`src/hdl/fcw_pkg.sv`:
```
// Package: constants for the flash command and write-status controller
package fcw_pkg;
  // ==========================================================
  // Register map (APB byte addresses)
  localparam logic [7:0] REG_CTRL = 8'h00;
  localparam logic [7:0] REG_ADDR = 8'h04;
  localparam logic [7:0] REG_WDATA = 8'h08;
  localparam logic [7:0] REG_RDATA = 8'h0C;
  localparam logic [7:0] REG_STATUS = 8'h10;
  // Status bit positions
  localparam int ST_BUSY = 0;
  localparam int ST_FAIL = 1;
  localparam int ST_BYPASS = 2;
  localparam int ST_RDY = 3;
  localparam int ST_DONE = 4;
  // ==========================================================
  // Operation codes written to CTRL[3:0]
  typedef enum logic [3:0] {
    OP_READ = 4'b0000,
    OP_RESET = 4'b0001,
    OP_PROGRAM = 4'b0010,
    OP_CHIP_ERASE = 4'b0011,
    OP_SECT_ERASE = 4'b0100,
    OP_SUSPEND = 4'b0101,
    OP_RESUME = 4'b0110,
    OP_PROT_VERIFY = 4'b0111,
    OP_BYP_ENTER = 4'b1000,
    OP_BYP_EXIT = 4'b1001,
    OP_QUERY = 4'b1010,
    OP_TEMP_UNPROT = 4'b1011
  } fcw_op_t;
  // ==========================================================
  // Command bytes and unlock addresses (word mode, low address bits)
  localparam logic [7:0] CMD_UNLOCK1 = 8'hAA;
  localparam logic [7:0] CMD_UNLOCK2 = 8'h55;
  localparam logic [7:0] CMD_RESET = 8'hF0;
  localparam logic [7:0] CMD_PROGRAM = 8'hA0;
  localparam logic [7:0] CMD_ERASE = 8'h80;
  localparam logic [7:0] CMD_CHIP = 8'h10;
  localparam logic [7:0] CMD_SECTOR = 8'h30;
  localparam logic [7:0] CMD_SUSPEND = 8'hB0;
  localparam logic [7:0] CMD_RESUME = 8'h30;
  localparam logic [7:0] CMD_AUTOSEL = 8'h90;
  localparam logic [7:0] CMD_BYPASS = 8'h20;
  localparam logic [7:0] CMD_BYP_EXIT2 = 8'h00;
  localparam logic [7:0] CMD_QUERY = 8'h98;
  localparam logic [7:0] CMD_TEMP_UNPROT = 8'h77;
  localparam logic [10:0] ADR_UNLOCK1 = 11'h555;
  localparam logic [10:0] ADR_UNLOCK2 = 11'h2AA;
  localparam logic [10:0] ADR_QUERY = 11'h055;
  localparam logic [11:0] ADR_PROT_RD = 12'h002;
  // Status data bits
  localparam int DQ_TOGGLE = 6;
  localparam int DQ_LIMIT = 5;
  // ==========================================================
  // Bus timing
  localparam int CLK_MHZ = 100;
  localparam int T_STROBE_NS = 35;
  localparam int T_ACCESS_NS = 70;
  localparam int T_RECOVER_NS = 20;
  localparam int WE_CYC = (T_STROBE_NS * CLK_MHZ + 999) / 1000;
  localparam int OE_CYC = (T_ACCESS_NS * CLK_MHZ + 999) / 1000;
  localparam int REC_CYC = (T_RECOVER_NS * CLK_MHZ + 999) / 1000;
endpackage

```
`src/hdl/fcw_flash_ctrl.sv`:
```
// Module: host controller driving the flash command bus from APB
`timescale 1ns/10ps
// Contract
// (RULE_01) Device latches address late falling edge, data early rising edge.
// (RULE_02) Sector address bits A20..A12 pick one sector.
// (RULE_03) Host writes all command cycles; reads only array and autoselect 4th.
// (RULE_04) Upper data byte ignored in command cycles except read/program data.
// (RULE_05) Address bits A20..A11 are don't care in command cycles.
// (RULE_06) Array-read bank returns data with no unlock cycles.
// (RULE_07) Host resets to leave autoselect or after timing-limit bit rises.
// (RULE_08) Protect verify reads 00h unprotected, 01h protected.
// (RULE_09) Bypass program only after bypass entry; bypass reset leaves it.
// (RULE_10) Erase suspend honoured only during sector erase, with bank address.
// (RULE_11) Erase resume acts only while suspended, otherwise ignored.
// (RULE_12) Query accepted only in array read or autoselect.
// (RULE_13) Reset ends temporary unprotect, except while erase is suspended.
// (RULE_14) Program polling bit reads complement until done; read at program address.
// (RULE_15) Protected program shows busy status about 1 us then array read.
// (RULE_16) Erase polling bit reads 0 then 1; read inside erased sector.
// (RULE_17) All-protected erase shows busy about 100 us; else skips protected.
// (RULE_18) Polling bit may settle early; take data on a later read.
// (RULE_19) Status valid from final write strobe rising edge.
// (RULE_20) Ready/busy pin low while programming or erasing.
// (RULE_21) Toggle bit inverts on each read while busy; stops when done.
// (RULE_22) Toggle bit stops on suspend, toggles during suspend program.
// (RULE_23) Timing-limit bit rises when an operation fails.
// (RULE_24) Second toggle bit inverts on reads in erase-selected sectors.
// (RULE_25) Erase-timer bit 0 during window, 1 once erase begins.
// (RULE_26) Host reads status at the busy bank's address.
// (RULE_27) Mismatched write aborts a partial sequence to array read.
module fcw_flash_ctrl import fcw_pkg::*; #(
  parameter int AW = 21,
  parameter int DW = 16
) (
  // Clock and reset
  input wire logic core_clk,
  input wire logic rst_n,
  // APB slave
  input wire logic psel,
  input wire logic penable,
  input wire logic pwrite,
  input wire logic [7:0] paddr,
  input wire logic [31:0] pwdata,
  output logic [31:0] prdata,
  output logic pready,
  output logic pslverr,
  // Flash bus
  output logic flashCeN,
  output logic flashOeN,
  output logic flashWeN,
  output logic [AW-1:0] flashAddr,
  input wire logic [DW-1:0] flashDqIn,
  output logic [DW-1:0] flashDqOut,
  output logic flashDqOeN,
  input wire logic ready_busy_n
);
  // ==========================================================
  // Sequencer state
  typedef enum logic [2:0] {
    S_IDLE = 3'b000,
    S_SETUP = 3'b001,
    S_STROBE = 3'b010,
    S_RECOVER = 3'b011,
    S_NEXT = 3'b100
  } fcw_state_t;

  typedef enum logic [1:0] {
    P_NONE = 2'b00,
    P_POLL = 2'b01,
    P_FINAL = 2'b10
  } fcw_phase_t;

  fcw_state_t state_q, state_d;
  fcw_phase_t phase_q, phase_d;
  fcw_op_t op_q, op_d;
  logic [2:0] step_q, step_d;
  logic [3:0] cnt_q, cnt_d;
  logic [AW-1:0] addr_q, addr_d;
  logic [DW-1:0] wdata_q, wdata_d, rdata_q, rdata_d, prev_q, prev_d;
  logic bypass_q, bypass_d, fail_q, fail_d, done_q, done_d;
  logic limitSeen_q, limitSeen_d, first_q, first_d;
  logic ceN_q, ceN_d, oeN_q, oeN_d, weN_q, weN_d, dqOeN_q, dqOeN_d;
  logic [AW-1:0] fAddr_q, fAddr_d;
  logic [DW-1:0] fDq_q, fDq_d;
  logic [31:0] prdata_q, prdata_d;
  logic pready_q, pready_d, pslverr_q, pslverr_d;

  // One bus step: {isRead, last, address, data}
  logic stRead, stLast;
  logic [AW-1:0] stAddr;
  logic [DW-1:0] stData;
  logic apbWr, apbSetup, start;

  assign apbSetup = psel & ~penable & ~pready_q;
  assign apbWr = psel & penable & pready_q & pwrite;
  assign start = apbWr && paddr == REG_CTRL && state_q == S_IDLE;

  // Step table: command cycles per operation
  always_comb begin
    logic [AW-1:0] u1, u2;
    u1 = {addr_q[AW-1:11], ADR_UNLOCK1}; // RULE_05
    u2 = {addr_q[AW-1:11], ADR_UNLOCK2};
    stRead = 1'b0;
    stLast = 1'b1;
    stAddr = u1;
    stData = {8'h00, CMD_RESET}; // RULE_04
    if (phase_q != P_NONE) begin
      stRead = 1'b1; // RULE_26
      stAddr = addr_q;
    end else begin
      case (op_q)
        OP_READ: begin
          stRead = 1'b1; // RULE_03 RULE_06
          stAddr = addr_q;
        end
        OP_PROGRAM: begin
          if (bypass_q) begin // RULE_09
            stLast = step_q == 3'd1;
            stData[7:0] = CMD_PROGRAM;
            if (step_q == 3'd1) begin
              stAddr = addr_q;
              stData = wdata_q;
            end
          end else begin
            stLast = step_q == 3'd3;
            case (step_q)
              3'd0: stData[7:0] = CMD_UNLOCK1;
              3'd1: begin
                stAddr = u2;
                stData[7:0] = CMD_UNLOCK2;
              end
              3'd2: stData[7:0] = CMD_PROGRAM;
              default: begin
                stAddr = addr_q;
                stData = wdata_q;
              end
            endcase
          end
        end
        OP_CHIP_ERASE, OP_SECT_ERASE: begin
          stLast = step_q == 3'd5;
          case (step_q)
            3'd0, 3'd3: stData[7:0] = CMD_UNLOCK1;
            3'd1, 3'd4: begin
              stAddr = u2;
              stData[7:0] = CMD_UNLOCK2;
            end
            3'd2: stData[7:0] = CMD_ERASE;
            default: begin
              stData[7:0] = CMD_CHIP;
              if (op_q == OP_SECT_ERASE) begin
                stAddr = addr_q; // RULE_02
                stData[7:0] = CMD_SECTOR;
              end
            end
          endcase
        end
        OP_SUSPEND: begin
          stAddr = addr_q; // RULE_10
          stData[7:0] = CMD_SUSPEND;
        end
        OP_RESUME: stData[7:0] = CMD_RESUME; // RULE_11
        OP_QUERY: begin
          stAddr = {addr_q[AW-1:11], ADR_QUERY}; // RULE_12
          stData[7:0] = CMD_QUERY;
        end
        OP_BYP_EXIT: begin
          stLast = step_q == 3'd1;
          stData[7:0] = (step_q == 3'd0) ? CMD_AUTOSEL : CMD_BYP_EXIT2;
        end
        OP_PROT_VERIFY, OP_BYP_ENTER, OP_TEMP_UNPROT: begin
          stLast = step_q == 3'd3 || (op_q != OP_PROT_VERIFY && step_q == 3'd2);
          case (step_q)
            3'd0: stData[7:0] = CMD_UNLOCK1;
            3'd1: begin
              stAddr = u2;
              stData[7:0] = CMD_UNLOCK2;
            end
            3'd2: stData[7:0] = (op_q == OP_PROT_VERIFY) ? CMD_AUTOSEL :
              (op_q == OP_BYP_ENTER) ? CMD_BYPASS : CMD_TEMP_UNPROT;
            default: begin
              stRead = 1'b1; // RULE_03 RULE_08
              stAddr = {addr_q[AW-1:12], ADR_PROT_RD};
            end
          endcase
        end
        default: stData[7:0] = CMD_RESET; // RULE_07 RULE_13
      endcase
    end
  end

  // Next-state logic for the sequencer and flash pins
  always_comb begin
    state_d = state_q;
    phase_d = phase_q;
    op_d = op_q;
    step_d = step_q;
    cnt_d = cnt_q;
    addr_d = addr_q;
    wdata_d = wdata_q;
    rdata_d = rdata_q;
    prev_d = prev_q;
    bypass_d = bypass_q;
    fail_d = fail_q;
    done_d = done_q;
    limitSeen_d = limitSeen_q;
    first_d = first_q;
    ceN_d = ceN_q;
    oeN_d = oeN_q;
    weN_d = weN_q;
    dqOeN_d = dqOeN_q;
    fAddr_d = fAddr_q;
    fDq_d = fDq_q;
    if (apbWr && paddr == REG_ADDR && state_q == S_IDLE)
      addr_d = pwdata[AW-1:0];
    if (apbWr && paddr == REG_WDATA && state_q == S_IDLE)
      wdata_d = pwdata[DW-1:0];
    case (state_q)
      S_IDLE: begin
        if (start) begin
          op_d = fcw_op_t'(pwdata[3:0]);
          step_d = 3'd0;
          phase_d = P_NONE;
          fail_d = 1'b0;
          done_d = 1'b0;
          state_d = S_SETUP;
        end
      end
      S_SETUP: begin
        // Address stable before the strobe falls
        fAddr_d = stAddr; // RULE_01
        fDq_d = stData;
        dqOeN_d = stRead;
        ceN_d = 1'b0;
        cnt_d = 4'd0;
        state_d = S_STROBE;
      end
      S_STROBE: begin
        weN_d = stRead;
        oeN_d = ~stRead;
        cnt_d = cnt_q + 4'd1;
        if (cnt_q == 4'(stRead ? OE_CYC : WE_CYC)) begin
          // Data held until after the write strobe rises
          if (stRead)
            rdata_d = flashDqIn; // RULE_18
          weN_d = 1'b1;
          oeN_d = 1'b1;
          ceN_d = 1'b1;
          cnt_d = 4'd0;
          state_d = S_RECOVER;
        end
      end
      S_RECOVER: begin
        dqOeN_d = 1'b1;
        cnt_d = cnt_q + 4'd1;
        if (cnt_q == 4'(REC_CYC))
          state_d = S_NEXT;
      end
      S_NEXT: begin
        state_d = S_SETUP;
        if (phase_q == P_POLL) begin
          // Toggle-bit check, started only after final write strobe
          prev_d = rdata_q; // RULE_19
          first_d = 1'b0;
          if (!first_q && rdata_q[DQ_TOGGLE] == prev_q[DQ_TOGGLE]) begin
            phase_d = P_FINAL; // RULE_21 RULE_22
          end else if (!first_q && limitSeen_q) begin
            fail_d = 1'b1; // RULE_23
            phase_d = P_NONE;
            op_d = OP_RESET; // RULE_07
            step_d = 3'd0;
          end else if (rdata_q[DQ_LIMIT]) begin
            limitSeen_d = 1'b1;
          end
        end else if (phase_q == P_FINAL || stLast) begin
          if (phase_q == P_NONE && (op_q == OP_PROGRAM ||
              op_q == OP_CHIP_ERASE || op_q == OP_SECT_ERASE)) begin
            phase_d = P_POLL; // RULE_14 RULE_16 RULE_15 RULE_17
            first_d = 1'b1;
            limitSeen_d = 1'b0;
          end else begin
            if (op_q == OP_BYP_ENTER)
              bypass_d = 1'b1;
            if (op_q == OP_BYP_EXIT || op_q == OP_RESET)
              bypass_d = 1'b0; // RULE_09
            done_d = 1'b1;
            phase_d = P_NONE;
            state_d = S_IDLE;
          end
        end else begin
          step_d = step_q + 3'd1;
        end
      end
      default: state_d = S_IDLE;
    endcase
  end

  // APB answer: zero wait states, registered read data
  always_comb begin
    pready_d = apbSetup;
    pslverr_d = 1'b0;
    prdata_d = 32'h0000_0000;
    if (apbSetup) begin
      case (paddr)
        REG_CTRL: prdata_d = {28'h000_0000, op_q};
        REG_ADDR: prdata_d = 32'(addr_q);
        REG_WDATA: prdata_d = 32'(wdata_q);
        REG_RDATA: prdata_d = 32'(rdata_q);
        REG_STATUS: begin
          prdata_d[ST_BUSY] = state_q != S_IDLE;
          prdata_d[ST_FAIL] = fail_q;
          prdata_d[ST_BYPASS] = bypass_q;
          prdata_d[ST_RDY] = ready_busy_n; // RULE_20
          prdata_d[ST_DONE] = done_q;
        end
        default: pslverr_d = 1'b1;
      endcase
    end
  end

  // Registers
  always_ff @(posedge core_clk or negedge rst_n) begin
    if (!rst_n) begin
      state_q <= S_IDLE;
      phase_q <= P_NONE;
      op_q <= OP_READ;
      step_q <= 3'd0;
      cnt_q <= 4'h0;
      addr_q <= '0;
      wdata_q <= '0;
      rdata_q <= '0;
      prev_q <= '0;
      bypass_q <= 1'b0;
      fail_q <= 1'b0;
      done_q <= 1'b0;
      limitSeen_q <= 1'b0;
      first_q <= 1'b0;
      ceN_q <= 1'b1;
      oeN_q <= 1'b1;
      weN_q <= 1'b1;
      dqOeN_q <= 1'b1;
      fAddr_q <= '0;
      fDq_q <= '0;
      prdata_q <= 32'h0000_0000;
      pready_q <= 1'b0;
      pslverr_q <= 1'b0;
    end else begin
      state_q <= state_d;
      phase_q <= phase_d;
      op_q <= op_d;
      step_q <= step_d;
      cnt_q <= cnt_d;
      addr_q <= addr_d;
      wdata_q <= wdata_d;
      rdata_q <= rdata_d;
      prev_q <= prev_d;
      bypass_q <= bypass_d;
      fail_q <= fail_d;
      done_q <= done_d;
      limitSeen_q <= limitSeen_d;
      first_q <= first_d;
      ceN_q <= ceN_d;
      oeN_q <= oeN_d;
      weN_q <= weN_d;
      dqOeN_q <= dqOeN_d;
      fAddr_q <= fAddr_d;
      fDq_q <= fDq_d;
      prdata_q <= prdata_d;
      pready_q <= pready_d;
      pslverr_q <= pslverr_d;
    end
  end

  // Outputs straight from flops
  assign prdata = prdata_q;
  assign pready = pready_q;
  assign pslverr = pslverr_q;
  assign flashCeN = ceN_q;
  assign flashOeN = oeN_q;
  assign flashWeN = weN_q;
  assign flashAddr = fAddr_q;
  assign flashDqOut = fDq_q;
  assign flashDqOeN = dqOeN_q;
endmodule

```
`config.mk`:
```
export PLATFORM = sky130hd
export DESIGN_NAME = fcw_flash_ctrl
export DESIGN_NICKNAME = d
export VERILOG_FILES = /design/src/hdl/fcw_pkg.sv /design/src/hdl/fcw_flash_ctrl.sv
export SDC_FILE = /design/constraint.sdc
export NUM_CORES = 1
export LEC_CHECK = 0
export BUFFER_PORTS_ARGS = -buffer_cell sky130_fd_sc_hd__buf_4
export CORE_MARGIN = 2
export CORE_UTILIZATION = 50
export CTS_CLUSTER_DIAMETER = 100
export CTS_CLUSTER_SIZE = 14
export DETAILED_ROUTE_END_ITERATION = 8
export GPL_ROUTABILITY_DRIVEN = 0
export GPL_TIMING_DRIVEN = 0
export PLACE_DENSITY = 0.76
export SLEW_MARGIN = 20
export SYNTH_ARGS = -nofsm -noshare
export SYNTH_HDL_FRONTEND = slang
export SYNTH_SLANG_ARGS = --single-unit
```
`constraint.sdc`:
```
create_clock -name core_clk -period 2.25 [get_ports core_clk]
set_input_delay 0.225 -clock core_clk [delete_from_list [all_inputs] [get_ports core_clk]]
set_output_delay 0.225 -clock core_clk [all_outputs]
set_load 0.02 [all_outputs]
```
After elaboration in Yosys (flattened, before gate mapping):

Index checks and enable logic that the tools add are counted.

* bitwise operators: 10
* eq/ne operators: 47
* $add $sub $neg: 2
* reductions and logical operators: 50
* mux-type cells: 85

Operators with widths (number)
* case mux 8 bit (3 select lines): 3
* case mux 12 bit (5 select lines): 1
* case mux 8 bit (7 select lines): 1
* two-way mux 16 bit: 3
* case mux 16 bit (3 select lines): 1
* case mux 11 bit (2 select lines): 2
* two-way mux 11 bit: 3
* two-way mux 8 bit: 4
* two-way mux 1 bit: 31
* case mux 5 bit (5 select lines): 1
* two-way mux 3 bit: 8
* inequality test 2 bit, second input constant: 12
* case mux 12 bit (2 select lines): 1
* two-way mux 21 bit: 1
* two-way mux 4 bit: 5
* AND reduction 5 bit: 4
* equality test 4 x 3 -> 1 bit, second input constant: 4
* equality test 4 bit, second input constant: 4
* equality test 8 x 4 -> 1 bit, second input constant: 2
* case mux 3 bit (5 select lines): 1
* nonzero test 2 bit: 7
* equality test 3 x 2 -> 1 bit, second input constant: 4
* equality test 4 x 2 -> 1 bit, second input constant: 3
* two-way mux 12 bit: 1
* 40 further kinds: 87

* register bits: 156
* output and inout bits: 75
* bits of input ports: 62
* word-level logic and storage cells: 217

Logic depth before layout (Yosys ltp):

* word-level depth: 9
* gate-level depth with buffers: 10
* mapped depth without buffers: 8

Least setup slack after synthesis:

OpenSTA, ideal clock, no wires.

* path kind: input -> register
* start point: input port paddr[1]
* end point: register step_q[2]
* setup time: 128 ps
* arrival time: 2480 ps
* stages on the path: 7
* buffers on the path: 1
* required time: 2122 ps
* setup slack: -358 ps
* cells stage by stage: or4_4 > or4_4 > buf_6 > o41ai_4 > a21boi_4 > a21oi_2 > mux2_1

* longest elaborated chain between the ends: 5

Ends and longest elaborated chain
* start: declaration: line fcw_flash_ctrl.sv:42 `input wire logic [7:0] paddr,`
* logical NOT 8 bit: line fcw_flash_ctrl.sv:96 `assign start = apbWr && paddr == REG_CTRL && state_q == S_IDLE;`
* logical AND 1 bit (2 in series): line fcw_flash_ctrl.sv:96
* inequality test 2 bit (no source line)
* AND reduction 5 bit (no source line)
* end signal: assignment: line fcw_flash_ctrl.sv:351 `step_q <= step_d;`
* end: declaration: line fcw_flash_ctrl.sv:76 `logic [2:0] step_q, step_d;`

Every way passes these cells.
A chain may end at the register's enable or synchronous reset.

Final worst setup path:

* start point: register op_q[0]
* end point: register rdata_q[14]

* longest elaborated chain between the ends: 7
* elaborated cells between the ends (all ways): 10
* classes of those cells: eq/ne (4); mux (3); reduce/logical (3)

Ends and longest elaborated chain
* start: declaration: line fcw_flash_ctrl.sv:75 `fcw_op_t op_q, op_d;`
* start signal: assignment: line fcw_flash_ctrl.sv:350 `op_q <= op_d;`
* equality test 4 x 3 -> 1 bit or equality test 4 bit (tied branches): line fcw_flash_ctrl.sv:111 `case (op_q)`
* OR reduction 3 bit: line fcw_flash_ctrl.sv:111
* case mux 1 bit (2 select lines) *: line fcw_flash_ctrl.sv:111
* two-way mux 1 bit *: line fcw_flash_ctrl.sv:107 `if (phase_q != P_NONE) begin`
* two-way mux 2 bit: line fcw_flash_ctrl.sv:242 `if (cnt_q == 4'(stRead ? OE_CYC : WE_CYC)) begin`
* equality test 4 x 3 -> 1 bit: line fcw_flash_ctrl.sv:242
* AND reduction 3 bit (no source line) *
* end signal: assignment: line fcw_flash_ctrl.sv:355 `rdata_q <= rdata_d;`
* end: declaration: line fcw_flash_ctrl.sv:79 `logic [DW-1:0] wdata_q, wdata_d, rdata_q, rdata_d, prev_q, prev_d;`

Every way passes the cells marked *; elsewhere a longest branch is shown, timed or not.

==> key figures <==
Detailed routing
  – Via density: 6.081
  – Final WL: 20.28 mm
  – Drt first pass iters: 9
  – # DRC: 0
  – Vias: 6087
  – WL per Instance: 20.25 um
  – Post-route ant nets: 0
  – Iter 0 DRT Violations: 899

Synth
  – Most common flop cell mapped by yosys: dfrtp_1
  – Post-synth EDFFs: 0
  – Synthesized cell area: 0.006887 sq mm
  – Synth warn: 0
  – Yosys reg bits: 139
  – Syn_area_per_cell: 10.34 sq um
  – Seq/Total Area, Yosys: 50.58%
  – Cells after synthesis: 666
  – Synth async-reset ratio: 100.0%
  – Post-synth cell types: 65

Clock network
  – CTS H-Tree Depth: 4
  – Clock Path Buffers: 2
  – CTS tree: done
  – Num CTS Buffers: 17
  – Reg clk slew, reported paths: 60 ps
  – Clk Latency, worst-skew pair: 440 ps
  – Root Buffer Master: clkbuf_16
  – CTS sink cnt: 139

GRT
  – First-pass GRT wire length: 30.91 mm
  – GRT Util Overall: 27.43%
  – Pin count of the biggest net entering global routing: 92
  – GRT overflow: 0
  – Initial antenna violation count: 0
  – Vias in the first global route: 5933

Run status
  – Status: finished with violations
  – Violated checks: negative setup slack

Worst setup path
  – Worst Setup Start Kind: flop
  – Worst endpoint required time: 2560 ps
  – Endpoint class of the critical path: flop
  – Critical Path AT: 2570 ps
  – Crit Path Class: reg -> reg
  – Crit-path max FO: 10

Final layout
  – Antenna Cells: 0
  – Area Growth Syn to Fin: 29.51%
  – Final-layout fill cell count: 1021
  – Layout net count: 881
  – Final core utilization: 66.82%
  – Non-Filler Instances: 1001
  – Ratio of cells with drive above 1 in the final layout: 36.00%

Die
  – Core Rows: 42
  – Top-Level Pins: 137
  – Core footprint: 0.01335 sq mm
  – Chip width: 121.4 um
  – Initial Utilization: 51.59%
  – Die height: 121.4 um
  – Die Area: 0.01473 sq mm

Pwr
  – Static leakage: 4.208 nW
  – Worst vdd ir: 0.7189 mV
  – PD cells: 961.5 mW/mm^2

Timing
  – Worst slew margin: 41.24%
  – Setup ws final: -9.826 ps
  – Setup TNS: -14.38 ps
  – Hold Violations, Final: 0
  – Slew @ Worst Pin: 879.4 ps
  – Max-slew violations: 0
  – Clock Skews: 12.08 ps
  – Final setup vio count: 3
  – Hold WS: 21.88 ps
  – RSZ-0062 raised after global routing: yes
  – Final min period: 2260 ps
  – Max Clk Rate: 442.5 MHz
  – Fin crit share: 100.4%

Min path
  – Hold Crit Class: in -> reg

Placed design
  – Detail Placement HPWL: 13.88 mm
  – Pre-CTS setup slack: -699.1 ps
  – Placed Instances: 964
  – # port buffers: 111

Flow run
  – Max Cap Viol: 0
==> critical path: stages (launching register included) <==
cell and delay [ps]:
dfrtp_1 460, and2_1 200, clkbuf_2 220, a21oi_2 100
o31ai_4 370, o211ai_1 150, buf_4 180, clkbuf_8 170
mux2_2 280
==> Yosys cell counts, drive strengths merged (2+ instances only) <==
cell	instances	area, sq um
dfrtp	135	3378
mux2	68	765.7
nand2	62	232.7
nor2	57	214.0
a21oi	49	249.0
clkbuf	41	153.9
o21ai	36	180.2
inv	15	56.30
a22oi	13	97.59
buf	13	98.84
a22o	12	105.1
and3	11	68.82
nand3	11	55.05
nor2b	11	68.82
nor3	9	45.04
o211ai	8	60.06
o31ai	8	60.06
a211oi	7	52.55
ha	7	87.58
a221o	6	60.06
a31oi	6	37.54
nand2b	6	37.54
a221oi	5	43.79
mux2i	5	50.05
o22ai	5	31.28
a21o	4	30.03
and2	4	25.02
dfstp	4	105.1
or4	4	37.53
o21a	3	22.52
or2	3	18.77
a21boi	2	26.28
a311oi	2	17.52
a32oi	2	17.52
a41oi	2	17.52
nand3b	2	15.01
nand4b	2	17.52
nor4b	2	17.52
o221a	2	22.52
or4b	2	20.02
xor2	2	17.52
==> kinds of logic (layout without fill, tap and decap cells) <==
family                   Yosys count  after routing  share of synthesized area (%)
buffers and inverters             69            218                          4.488
AND/OR/NAND/NOR                  192            192                          13.34
XOR/XNOR                           3              3                         0.3816
adder cells (fa/ha/maj)            8              8                          1.417
other                              1             11                        0.05445
AO/OA/AOI/OAI                    181            181                          17.90
flip-flops                       139            139                          50.58
multiplexers                      73             73                          11.85
==> sequential cells by signal, summed over array words and instances, names as in the netlist, 2 cells and up <==
register,flops
flashAddr,21
state_q,3
op_q,4
wdata_q,16
cnt_q,4
addr_q,21
rdata_q,16
phase_q,2
step_q,3
prdata,21
flashDqOut,16
==> power breakdown <==
| part | leakage, nW | switching (mW) | internal (mW) |
|---|---|---|---|
| logic | 2.10 | 1.64 | 1.08 |
| clock network | 0.274 | 1.06 | 1.63 |
| registers | 1.83 | 0.294 | 2.87 |
| total | 4.21 | 2.99 | 5.59 |
==> what timing repair did <==
action | in CTS | in global routing
hold buffers | 1 | 0
buffers inserted | 6 | 6
gates resized for setup | 39 | 32
pin swaps | 6 | 2
endpoints found under the setup margin | 76 | 71
endpoints found under the hold margin | 48 | 0
==> placed cells by master, fill, tap and decap left out, types with 12 or more instances in the layout <==
cell       instances
clkbuf_1          24
a22oi_1           12
a21oi_1           42
inv_1             14
nor2_1            54
mux2_2            65
o21ai_0           36
a22o_1            12
buf_4            134
nand2_1           62
clkbuf_16         17
dfrtp_1          132
==> final timing paths <==
path	cells after the start	from	endpoint	slack, ps
worst max register to register	8	op_q[0]	rdata_q[14]	-10
worst min-delay path	2	flashDqIn[9]	rdata_q[9]	20
worst min register to register	2	flashAddr[12]	flashAddr[12]	480
max in group asynchronous	3	rst_n	flashCeN	1200
min in group asynchronous	2	rst_n	flashDqOut[4]	290
worst max-delay path	8	op_q[0]	rdata_q[14]	-10
==> layer usage <==
metal	global-route usage, %	vias up	share of wire, %
met4	12.79	0	4.2
li1	-	2686	-
met3	5.404	91	8.9
met2	42.17	375	46
met1	37.55	2935	41
met5	0	-	0
==> area by class of cell <==
class | instances | area [sq um] | area share (%)
Buffer | 46 | 267.8 | 3.002
Clock buffer | 26 | 499.2 | 5.598
Clock inverter | 6 | 61.31 | 0.6874
Inverter | 15 | 56.30 | 0.6313
Multi-Input combinational cell | 468 | 3358 | 37.65
Sequential cell | 139 | 3487 | 39.10
Tap cell | 176 | 220.2 | 2.469
Timing Repair Buffer | 125 | 968.4 | 10.86
==> stage by stage <==
stage | power (mW) | area, sq um
2_1_floorplan | 4.735 | 6944
3_3_place_gp | 5.444 | 7998
3_5_place_dp | 5.541 | 8033
4_1_cts | 8.375 | 8763
5_1_grt | 8.930 | 8919
6_report | 8.575 | 8919
Note: power is estimated with default switching activity, not from simulation.
